**src/logic/fma_pkg.sv**
```systemverilog
// Purpose: shared constants and types for the flash memory accelerator
// Assumes: 19-bit byte address into one flash bank, 16-byte lines
// Notes:   every number the logic uses is named here
//
// How it works
// - three 128-bit line buffers: prefetch, branch trail, data.
// - instruction miss with no matching prefetch stalls core and reads whole line.
// - request for a line already being prefetched waits only for that prefetch.
// - next sequential prefetch starts once flash is free, from incremented address latch.
// - prefetched line enters prefetch buffer only when core asks; otherwise discarded.
// - requested word picked from the line by 4:1 word multiplexers per buffer.
// - protection bit 0 splits instruction from data; each uses its own buffers.
// - data access crossing into a new line reads flash, aborting any prefetch.
// - an aborted prefetch is started again after the data read ends.
// - non-sequential fetch target captured in branch trail buffer, later served from it.
// - branch to unbuffered line stalls core while branch trail buffer loads.
// - each buffer has a 15-bit line address latch and comparator deciding hits.
// - data miss reads the full four-word line into the data buffer.
// - while flash programs or erases, any core access is held by wait control.
// - start of program or erase invalidates every buffer.
// - sequential code runs stall-free when clock period is at least a third of access time.
// - two-bit mode: 00 off, 01 partial, 10 full, 11 reserved; reset selects off.
// - partial serves sequential code hits only; full serves all code and data hits.
// - any change of mode invalidates all buffers.
// - flash read lasts exactly the programmed one to seven clocks.

`default_nettype none

package fma_pkg;

    // widths of the data path
    localparam int LINE_W    = 128;
    localparam int WORD_W    = 32;
    localparam int WORDS     = 4;
    localparam int WSEL_W    = 2;
    localparam int WSEL_LSB  = 2;
    localparam int TAG_W     = 15;
    localparam int OFF_BITS  = 4;
    localparam int ADDR_W    = TAG_W + OFF_BITS;
    localparam int PROT_W    = 2;
    localparam int PROT_DATA_BIT = 0;

    // buffer indices
    localparam int NBUF      = 3;
    localparam int BUF_IDX_W = 2;
    localparam logic [BUF_IDX_W-1:0] BUF_PF = 2'h0;
    localparam logic [BUF_IDX_W-1:0] BUF_BT = 2'h1;
    localparam logic [BUF_IDX_W-1:0] BUF_DT = 2'h2;

    // operating modes
    localparam int MODE_W = 2;
    localparam logic [MODE_W-1:0] MODE_OFF   = 2'h0;
    localparam logic [MODE_W-1:0] MODE_PART  = 2'h1;
    localparam logic [MODE_W-1:0] MODE_FULL  = 2'h2;
    localparam logic [MODE_W-1:0] MODE_RESET = MODE_OFF;

    // read timing
    localparam int CNT_W = 3;
    localparam logic [CNT_W-1:0] CNT_ZERO = 3'h0;
    localparam logic [CNT_W-1:0] CNT_ONE  = 3'h1;
    localparam logic [TAG_W-1:0] TAG_ONE  = 15'h0001;

    typedef enum logic {ST_IDLE, ST_READ} fma_state_type;
    typedef enum logic {RK_DEMAND, RK_PREFETCH} fma_kind_type;

endpackage

`default_nettype wire

```
**src/logic/fma_top.sv**
```systemverilog
// Purpose: flash memory accelerator between core local bus and one flash bank
// Assumes: all inputs come from logic on the same clock; core holds a request until served
// Notes:   core_wait_clock_gate low stalls the core; read data follows one cycle later

`timescale 1ns/1ps
`default_nettype none

module fma_top (
    // clock and reset
    input  wire logic                        clock,
    input  wire logic                        rst_n,
    // core local bus
    input  wire logic                        core_req,
    input  wire logic [fma_pkg::ADDR_W-1:0]  core_addr,
    input  wire logic                        core_seq,
    input  wire logic [fma_pkg::PROT_W-1:0]  access_protection_bits,
    output logic                             core_wait_clock_gate,
    output logic                             core_rvalid,
    output logic [fma_pkg::WORD_W-1:0]       core_rdata,
    // configuration levels
    input  wire logic [fma_pkg::MODE_W-1:0]  accelerator_mode_control,
    input  wire logic [fma_pkg::CNT_W-1:0]   flash_fetch_cycle_count,
    // flash bank
    output logic                             flash_rd_start,
    output logic [fma_pkg::TAG_W-1:0]        flash_line_addr,
    input  wire logic [fma_pkg::LINE_W-1:0]  flash_rdata,
    input  wire logic                        flash_busy,
    input  wire logic                        flash_prog_start
);
    import fma_pkg::*;

    // read sequencer state
    fma_state_type           state;
    fma_kind_type            rd_kind;
    logic [CNT_W-1:0]        cnt;
    logic [BUF_IDX_W-1:0]    rd_dest;

    // line buffers with their address latches
    logic [LINE_W-1:0]       buf_line [NBUF];
    logic [TAG_W-1:0]        buf_tag  [NBUF];
    logic [NBUF-1:0]         buf_valid;
    logic [NBUF-1:0]         fresh;

    // prefetched line held at the flash output
    logic [LINE_W-1:0]       ph_line;
    logic [TAG_W-1:0]        ph_tag;
    logic                    ph_valid;

    // instruction flash address latch and mode copy
    logic [TAG_W-1:0]        ilatch;
    logic                    ilatch_valid;
    logic [MODE_W-1:0]       mode;

    // decode of the current request
    logic                    is_instr;
    logic [TAG_W-1:0]        req_line;
    logic [WSEL_W-1:0]       req_sel;
    logic                    mode_on;
    logic                    mode_full;
    logic                    mode_part;
    logic                    code_hit_ok;
    logic                    inval;
    logic [CNT_W-1:0]        fetch_len;
    logic                    reading;
    logic                    read_done;
    logic [NBUF-1:0]         match;
    logic [NBUF-1:0]         allow;
    logic                    hit_any;
    logic [BUF_IDX_W-1:0]    hit_idx;
    logic                    ph_take;
    logic                    serve;
    logic                    inflight_match;
    logic                    need_read;
    logic                    flash_free;
    logic                    demand_start;
    logic [BUF_IDX_W-1:0]    dest_idx;
    logic [TAG_W-1:0]        pf_target;
    logic                    pf_have;
    logic                    pf_start;

    // address latch compare used for every buffer and the held line
    function automatic logic line_hit(
        input logic             v,
        input logic [TAG_W-1:0] tag,
        input logic [TAG_W-1:0] line
    );
        line_hit = v && (tag == line);
    endfunction

    // word multiplexer: one 4:1 choice per bit of the 32-bit word
    function automatic logic [WORD_W-1:0] word_pick(
        input logic [LINE_W-1:0] line,
        input logic [WSEL_W-1:0] sel
    );
        word_pick = '0;
        for (int w = 0; w < WORDS; w++) begin
            if (sel == WSEL_W'(w)) begin
                word_pick = line[w*WORD_W +: WORD_W];
            end
        end
    endfunction

    // request decode; protection bit 0 set marks a data access
    assign is_instr  = !access_protection_bits[PROT_DATA_BIT];
    assign req_line  = core_addr[ADDR_W-1:OFF_BITS];
    assign req_sel   = core_addr[WSEL_LSB +: WSEL_W];

    // mode decode; the reserved code behaves as off
    assign mode_full = (mode == MODE_FULL);
    assign mode_part = (mode == MODE_PART);
    assign mode_on   = mode_full || mode_part;
    assign code_hit_ok = is_instr && (mode_full || (mode_part && core_seq));

    // program start or mode change wipes every buffer
    assign inval = flash_prog_start || (mode != accelerator_mode_control);

    // zero count is reserved; treat it as the shortest read
    assign fetch_len = (flash_fetch_cycle_count == CNT_ZERO) ? CNT_ONE : flash_fetch_cycle_count;
    assign reading   = (state == ST_READ);
    assign read_done = reading && (cnt >= fetch_len);

    // one comparator per buffer, gated by kind and mode
    for (genvar g = 0; g < NBUF; g++) begin : g_cmp
        assign match[g] = line_hit(buf_valid[g], buf_tag[g], req_line);
        assign allow[g] = (is_instr ? (g != BUF_DT) : (g == BUF_DT)) &&
                          (fresh[g] || ((g == BUF_DT) ? mode_full : code_hit_ok));
    end

    // lowest index wins when two buffers hold the line
    always_comb begin
        hit_any = 1'h0;
        hit_idx = BUF_PF;
        for (int i = NBUF - 1; i >= 0; i--) begin
            if (match[i] && allow[i]) begin
                hit_any = 1'h1;
                hit_idx = BUF_IDX_W'(i);
            end
        end
    end

    // held prefetch is taken only for its own line
    assign ph_take = core_req && !flash_busy && !hit_any && code_hit_ok &&
                     line_hit(ph_valid, ph_tag, req_line);
    // nothing is served from a buffer in the cycle that wipes it
    assign serve   = core_req && !flash_busy && !inval && (hit_any || ph_take);

    // stall whenever the request cannot be served now; busy flash always stalls
    assign core_wait_clock_gate = !core_req || serve;

    // a read already fetching this line is waited for, not repeated
    always_comb begin
        inflight_match = 1'h0;
        if (reading && (flash_line_addr == req_line)) begin
            if (rd_kind == RK_PREFETCH) begin
                inflight_match = is_instr;
            end else begin
                inflight_match = ((rd_dest != BUF_DT) == is_instr);
            end
        end
    end

    assign need_read  = core_req && !flash_busy && !serve && !inflight_match;
    // a demand read may cut off a running prefetch
    assign flash_free = !reading || read_done || (rd_kind == RK_PREFETCH);
    assign demand_start = need_read && flash_free && !inval;

    // sequential fetches fill the prefetch buffer, branches the branch trail buffer
    assign dest_idx = !is_instr ? BUF_DT : (core_seq ? BUF_PF : BUF_BT);

    // prefetch target follows the address latch, or the line being served now
    assign pf_target = (serve && is_instr) ? req_line + TAG_ONE : ilatch + TAG_ONE;
    assign pf_have   = line_hit(buf_valid[BUF_PF], buf_tag[BUF_PF], pf_target) ||
                       (line_hit(ph_valid, ph_tag, pf_target) && !ph_take) ||
                       (read_done && (rd_kind == RK_PREFETCH) && (flash_line_addr == pf_target));
    // an aborted prefetch comes back here once the data read is done
    assign pf_start  = mode_on && ilatch_valid && !need_read && !pf_have && !flash_busy &&
                       !inval && (!reading || read_done);

    // read sequencer: counts the programmed clocks of each flash line read
    always_ff @(posedge clock) begin
        if (!rst_n) begin
            state           <= ST_IDLE;
            rd_kind         <= RK_DEMAND;
            rd_dest         <= BUF_PF;
            cnt             <= CNT_ONE;
            flash_line_addr <= '0;
            flash_rd_start  <= 1'h0;
        end else begin
            flash_rd_start <= demand_start || pf_start;
            if (inval) begin
                state <= ST_IDLE;
            end else if (demand_start) begin
                state           <= ST_READ;
                cnt             <= CNT_ONE;
                rd_kind         <= RK_DEMAND;
                rd_dest         <= dest_idx;
                flash_line_addr <= req_line;
            end else if (pf_start) begin
                state           <= ST_READ;
                cnt             <= CNT_ONE;
                rd_kind         <= RK_PREFETCH;
                flash_line_addr <= pf_target;
            end else if (read_done) begin
                state <= ST_IDLE;
            end else if (reading) begin
                cnt <= cnt + CNT_ONE;
            end
        end
    end

    // buffer contents, valid flags and the held prefetch line
    always_ff @(posedge clock) begin
        if (!rst_n) begin
            buf_valid <= '0;
            fresh     <= '0;
            ph_valid  <= 1'h0;
            ph_line   <= '0;
            ph_tag    <= '0;
            for (int i = 0; i < NBUF; i++) begin
                buf_line[i] <= '0;
                buf_tag[i]  <= '0;
            end
        end else if (inval) begin
            buf_valid <= '0;
            fresh     <= '0;
            ph_valid  <= 1'h0;
        end else begin
            // a fresh line serves its one waiting request, even when mode forbids hits
            if (serve) begin
                fresh <= '0;
            end
            if (ph_take) begin
                buf_line[BUF_PF]  <= ph_line;
                buf_tag[BUF_PF]   <= ph_tag;
                buf_valid[BUF_PF] <= 1'h1;
                ph_valid          <= 1'h0;
            end else if (demand_start && is_instr) begin
                ph_valid <= 1'h0;
            end
            if (read_done && (rd_kind == RK_PREFETCH)) begin
                ph_line  <= flash_rdata;
                ph_tag   <= flash_line_addr;
                ph_valid <= 1'h1;
            end
            if (read_done && (rd_kind == RK_DEMAND)) begin
                buf_line[rd_dest]  <= flash_rdata;
                buf_tag[rd_dest]   <= flash_line_addr;
                buf_valid[rd_dest] <= 1'h1;
                fresh[rd_dest]     <= 1'h1;
            end
        end
    end

    // instruction address latch feeding the prefetch incrementer
    always_ff @(posedge clock) begin
        if (!rst_n) begin
            ilatch       <= '0;
            ilatch_valid <= 1'h0;
        end else if (inval) begin
            ilatch_valid <= 1'h0;
        end else if (serve && is_instr) begin
            ilatch       <= req_line;
            ilatch_valid <= 1'h1;
        end
    end

    // mode copy; a difference from the input is the change event
    always_ff @(posedge clock) begin
        if (!rst_n) begin
            mode <= MODE_RESET;
        end else begin
            mode <= accelerator_mode_control;
        end
    end

    // returned word registered so the core sees flop outputs
    always_ff @(posedge clock) begin
        if (!rst_n) begin
            core_rvalid <= 1'h0;
            core_rdata  <= '0;
        end else begin
            core_rvalid <= serve;
            if (serve) begin
                core_rdata <= ph_take ? word_pick(ph_line, req_sel)
                                      : word_pick(buf_line[hit_idx], req_sel);
            end
        end
    end

    // helper: clocks spent in the current read, counted independently
    // it lags by one: from the second clock of a read on, in the n-th clock it holds n-1
    logic [CNT_W-1:0] chk_age;
    always_ff @(posedge clock) begin
        if (!rst_n) begin
            chk_age <= CNT_ZERO;
        end else if (flash_rd_start) begin
            chk_age <= CNT_ONE;
        end else if (reading) begin
            chk_age <= chk_age + CNT_ONE;
        end
    end
endmodule

`default_nettype wire

```
**config.mk**
```make
export PLATFORM = sky130hd
export DESIGN_NAME = fma_top
export DESIGN_NICKNAME = d
export VERILOG_FILES = /design/src/logic/fma_pkg.sv /design/src/logic/fma_top.sv
export SDC_FILE = /design/constraint.sdc
export NUM_CORES = 1
export LEC_CHECK = 0
export BUFFER_PORTS_ARGS = -buffer_cell sky130_fd_sc_hd__buf_4
export CORE_ASPECT_RATIO = 0.75
export CORE_MARGIN = 2
export CORE_UTILIZATION = 60
export DETAILED_ROUTE_END_ITERATION = 8
export GPL_ROUTABILITY_DRIVEN = 0
export HOLD_SLACK_MARGIN = 0.08
export PLACE_DENSITY = 0.82
export SLEW_MARGIN = 10
export SYNTH_ARGS = -nofsm -noshare
export SYNTH_HDL_FRONTEND = slang
export SYNTH_SLANG_ARGS = --single-unit
```
**constraint.sdc**
```tcl
create_clock -name clock -period 21.9 [get_ports clock]
set_clock_uncertainty 0.1 [all_clocks]
set_input_delay 4.38 -clock clock [delete_from_list [all_inputs] [get_ports clock]]
set_output_delay 4.38 -clock clock [all_outputs]
set_load 0.01 [all_outputs]
```
==> flow_summary.ini, run 1 <==
[layout]
stdcell_area_um2 = 34980
num-fill-cells = 3625
final_nets = 2859
final_common_cell = edfxtp_1
multi_input_area_um2 = 12900
layout-drive-gt1-share_pct = 17.75
regArea_um2 = 17370
final_cell_mix = edfxtp_1, nand2_1, and2_1
area_growth_pct = 12.36

[timing]
drv_slew = 0
setup_viol = 0
rsz0062_at_grt = false
finalCritPeriodShare_pct = 52.66
max_slew_margin_pct = 16.80
period_minus_slack_ps = 11530
worst_slew_pin_slew_ps = 1237
hold_viol = 0
setup_tns_ps = 0
fmaxAchievable_ghz = 0.08671

[logic_synthesis]
synth_top_family_by_area = simple AND/OR/NAND/NOR gates
ys_seq_area_share_pct = 55.78
synthXorXnorAreaFrac_pct = 4.244
synthFlopType = edfxtp_1
avgSynthCellArea_um2 = 11.91
netlist-cell-type-count = 76
synth_compound_area_share_pct = 9.367
muxShareOfSynthArea_pct = 12.73
yosysWarnings = 0
synthArstFlopShare_pct = 0
netlist_area_um2 = 31130
syn-num-nets = 2781
synth-simple-area-share_pct = 14.47
synth_edf_count = 429
synth.ff_latch_count = 653
synth_top_area_share_pct = 41.38
syn_inst = 2614
synth_fa_ha_area_share_pct = 0.2813
yosys.area.top_type = edfxtp_1
netlist_top_cells_area = edfxtp_1, dfxtp_1, mux4_2

[cts]
cts_resized = 0
numCtsBuffers = 60
ctsHoldBuffers = 0
clock_sinks = 653
cts_tree = done
cts_max_level = 2
root_buffer = clkbuf_16
clockBufferDepth = 3
clk_latency_ps = 630
cts_setup_buffers = 0
cts.reportedPaths.clkPinSlew_ps = 60

[global_route]
grt_pass1_vias = 21870
grt_pass1_wl_um = 123500
grt_usage_pct = 29.67
globalRouteOverflowTotal = 0
antenna_found_initial = 12
grt_max_degree = 144

[critical_path]
crit_top_cell = buf_4
critPathLaunchType = input port
r2r-end = flash_line_addr[14]
r2r_slack_ps = 15200
r2r-start = mode[0]
cp_max_fo = 36
critical_path_class = in -> out
cp_data_required_time_ps = 17420
r2r_cells = 21
max_stage_delay_ps = 650
crit_slowest_cell = buf_4
worstPathArrival_ps = 7050
endpoint_kind = output pin
cp_cell_sequence = buf_4 -> a21oi_1 -> o21bai_1 -> nand4_1 -> or2_1 -> and3_1 -> nor2_1 -> nand2_2 -> buf_4 -> nand2_1 -> buf_4

[placed_design]
placed_area_um2 = 32960
post-dp-hpwl_um = 47200
port_buffers = 206

[power_and_ir_drop]
power_switching_uw = 569.8
ir_drop_v = 0.00006757
power_frac_clock_pct = 41.8
sw_frac_of_total_pct = 22.22
p_seq_share_pct = 52.6
p_leak_uw = 0.01298
combPwrFrac_pct = 5.6
internal_power_uw = 1994
powerDensity_nw_per_um2 = 73.30

[worst_hold_path]
hp-class = reg -> reg
holdPathStages = 2
hold_end = buf_valid[2]
min_from = buf_valid[2]

[routing]
drtIter0Drc = 2230
drc_errors = 0
dr.pass1.iters = 6
num_vias = 21640
finalWirelength_um = 79570
viasPerCell = 6.260
routedWlPerCell_um = 23.02
final_antenna_net_count = 0

[run_status]
status = complete, no violations

[floorplan]
initial_utilization_pct = 60.53
core_area_um2 = 51440
row_count = 72
fp.dieH_um = 201.3
die_w_um = 267.0
io_pins = 210
dieArea_um2 = 53750

[job]
cap_violations = 0
[flip-flops by register name, indices dropped and copies added (netlist names)]
name and count:
buf_line 384, ph_line 128, buf_tag 45, core_rdata 32, flash_line_addr 15, ilatch 15
ph_tag 15, buf_valid 3, cnt 3, fresh 3, mode 2, rd_dest 2
core_rvalid 1, flash_rd_start 1, ilatch_valid 1, ph_valid 1, rd_kind 1, reading 1
[critical path: cells and delay by family]
| family | cells | cell delay, ps |
|---|---|---|
| AOI/OAI and AO/OA | 2 | 670 |
| buffers and inverters | 3 | 950 |
| and+or+nand+nor | 6 | 1060 |
[per-stage QoR]
step | util (%) | setup slack (ps) | power [uW] | hold WS, ps | std cells
after floorplan | - | 5306 | 1459 | 318.6 | 2614
after global placement | 64.08 | 10500 | 1511 | 330.5 | 3333
after detailed placement | 64.08 | 10410 | 1517 | 336.9 | 3333
after CTS | 67.95 | 10420 | 2572 | 346.7 | 3446
after global routing | 68.00 | 10200 | 2635 | 370.8 | 3455
final | 68.01 | 10370 | 2564 | 348.8 | 3457
[worst max-delay path by stage]
stage,from,depth (start not counted),endpoint,slack [ps]
5_1_grt,core_seq,11,core_wait_clock_gate,10200
3_5_place_dp,core_addr[14],11,core_wait_clock_gate,10410
3_3_place_gp,core_addr[16],11,core_wait_clock_gate,10500
2_1_floorplan,accelerator_mode_control[0],6,buf_line[1][0],5310
6_report,core_seq,11,core_wait_clock_gate,10370
4_1_cts,core_addr[14],11,core_wait_clock_gate,10420
[power by group through the flow]
stage                     Sequential, uW  Combinational, uW  Clock [uW]
after detailed placement            1380                141           0
final                               1350                143        1070
after CTS                           1350                142        1080
after global placement              1370                137           0
after global routing                1350                153        1130
after floorplan                     1380               82.0           0
[synth_stat cells (49+ instances only)]
cell / number
a21oi_1: 163
a22o_1: 143
and2_1: 291
clkbuf_1: 170
dfxtp_1: 224
edfxtp_1: 429
mux2i_1: 103
mux4_2: 126
nand2_1: 372
nor2_1: 99
o21ai_0: 71
xnor2_1: 49
xor2_1: 100
[logic make-up after synthesis]
kind of cell             Yosys count
AO/OA/AOI/OAI                    435
XOR/XNOR                         150
adder cells (fa/ha/maj)            7
buffers and inverters            230
flip-flops                       653
multiplexers                     236
AND/OR/NAND/NOR                  903
[area by class of cell]
| class | count | share of cell area (%) |
|---|---|---|
| tap | 703 | 2.514 |
| antenna | 11 | 0.07868 |
| multi-input combinational | 1731 | 36.86 |
| sequential | 653 | 49.64 |
| clock inverter | 35 | 1.016 |
| timing repair buffer | 233 | 5.046 |
| inverter | 13 | 0.1538 |
| clock buffer | 78 | 4.685 |
[per-layer routing]
metal / GRT usage [%] / routed length (um) / vias up
li1: - / - / 9666
met1: 40.64 / 31760 / 10660
met2: 46.25 / 36800 / 1168
met3: 8.004 / 8965 / 143
met4: 9.791 / 2021 / 2
met5: 0 / 16 / -
(Power assumes the default switching activity.)
==> run 2, diff against run 1 <==
clock period = 11.9 ns   (was 21.9 ns; I/O delays follow)
==> run 2 against run 1 <==
  * Flip-flop and latch count did not move
  * Largest cell class unchanged
  * Final cell count about the same
  * Sequential share of layout area about the same
  * Critical path depth increased by 10
  * Worst hold slack gained 4.4 ps
==> flow_summary.ini, run 2 (synthesis gave the netlist of run 1 again) <==
[run_status]
status = complete, no violations

[cts]
cts_setup_buffers = 0
cts.reportedPaths.clkPinSlew_ps = 70
clock_sinks = 653
clockBufferDepth = 3
cts_max_level = 2
root_buffer = clkbuf_16
ctsHoldBuffers = 0
clk_latency_ps = 640
numCtsBuffers = 60
cts_resized = 0
cts_tree = done

[critical_path]
max_stage_delay_ps = 560
worstPathArrival_ps = 8490
endpoint_kind = flip-flop
cp_data_required_time_ps = 12320
crit_slowest_cell = ha_1
cp_cell_sequence = buf_4 -> o211ai_1 -> nor4_1 -> nand4_1 -> buf_4 -> o41a_1 -> a31oi_4 -> buf_4 -> mux2i_1 -> inv_1 -> ha_1 -> nand3_1 -> nor4_1 -> xnor2_1 -> mux2i_1 -> xor2_1 -> nor4_1 -> nand4_1 -> and3_4 -> mux2i_1 -> a211oi_1
cp_top_family = simple AND/OR/NAND/NOR gates
path_buf_inv = 4
critical_path_class = in -> reg
critPathLaunchType = input port
cp_max_fo = 33

[timing]
setup_viol = 0
hold_viol = 0
period_minus_slack_ps = 8062
hold_slack_ps = 353.1
drv_slew = 0
max_slew_margin_pct = 20.32
fmaxAchievable_ghz = 0.1240
worst_slew_pin_slew_ps = 1195
finalCritPeriodShare_pct = 67.75
rsz0062_at_grt = false
setup_tns_ps = 0

[placed_design]
dp_cells = 3335
port_buffers = 206
placed_area_um2 = 32960
post-dp-hpwl_um = 47570

[layout]
final_nets = 2861
layoutNonFillerInstCount = 3459
top_register = buf_line
final_cell_mix = edfxtp_1, nand2_1, and2_1
reg.largest.list = buf_line (384), ph_line (128), buf_tag (45)
final_common_cell = edfxtp_1
layout-drive-gt1-share_pct = 17.70
stdcell_area_um2 = 34950
largest_reg_flops = 384
area_growth_pct = 12.27

[floorplan]
dieArea_um2 = 53750
fp.dieH_um = 201.3
core_area_um2 = 51440
io_pins = 210
die_w_um = 267.0
initial_utilization_pct = 60.53
row_count = 72

[power_and_ir_drop]
power_frac_clock_pct = 41.3
p_leak_uw = 0.01297
sw_frac_of_total_pct = 22.15
ir_drop_v = 0.0001217
internal_power_uw = 3642
powerDensity_nw_per_um2 = 133.8
power_uw = 4679
p_seq_share_pct = 53.1
combPwrFrac_pct = 5.6
power_switching_uw = 1037

[global_route]
grt_pass1_vias = 21490
antenna_found_initial = 17
grt_max_degree = 108
grt_pass1_wl_um = 123300
grt_usage_pct = 29.66
globalRouteOverflowTotal = 0

[routing]
num_vias = 21740
dr.pass1.iters = 5
drtIter0Drc = 2447
routedWlPerCell_um = 23.06
viasPerCell = 6.285
drc_errors = 0
final_antenna_net_count = 0
finalWirelength_um = 79760

[worst_hold_path]
hp-class = reg -> reg

[job]
cap_violations = 0
## run 2: cell types whose count changed in the layout (fill, tap and decap cells not counted), moves of 2 or more
| cell | previous run | this run |
|---|---|---|
| buf_4 | 231 | 234 |
| bufinv_16 | 6 | 4 |
| clkbuf_1 | 11 | 14 |
| clkinv_1 | 8 | 10 |
| clkinv_4 | 2 | 0 |
| inv_16 | 0 | 2 |
| inv_6 | 4 | 1 |
## run 2: worst min-delay path, stage by stage (launching register included)
cell,delay (ps)
dfxtp_1,310
nand2_1,60
nand2_1,40
## run 2: stage by stage
step	setup WS, ps	util, %
after floorplan	1168	-
after global placement	3682	64.08
after detailed placement	3450	64.08
after CTS	3970	67.89
after global routing	3532	67.95
final	3838	67.95
## run 2: metal layers
metal / vias to the layer above / track usage (%) / share of wire, %
met1: 10720 / 41.00 / 40
met5: - / 0 / 0.084
li1: 9682 / - / -
met3: 198 / 6.792 / 10
met4: 12 / 11.28 / 3.5
met2: 1126 / 46.03 / 46
## run 2: final timing paths
| kind | from | to | slack, ps | cells after the start |
|---|---|---|---|---|
| setup / recovery | access_protection_bits[0] | flash_line_addr[5] | 3840 | 21 |
| hold / removal | buf_valid[2] | buf_valid[2] | 350 | 2 |
| setup reg to reg | mode[0] | flash_line_addr[5] | 5110 | 22 |
| hold reg to reg | buf_valid[2] | buf_valid[2] | 350 | 2 |
## run 2: layout make-up
type | instances | area [um2]
Tap cell | 703 | 879.6
Timing Repair Buffer | 235 | 1768
Fill cell | 3587 | 16480
Multi-Input combinational cell | 1731 | 12900
Inverter | 13 | 53.80
Clock buffer | 82 | 1675
Sequential cell | 653 | 17370
Clock inverter | 32 | 285.3
Antenna cell | 10 | 25.02
## run 2: power by group through the flow
stage / sequential [uW] / clock [uW] / combinational (uW)
after floorplan: 2530 / 0 / 151
after global placement: 2530 / 0 / 253
after CTS: 2480 / 1950 / 262
after global routing: 2490 / 2040 / 282
after detailed placement: 2530 / 0 / 260
final: 2480 / 1930 / 264
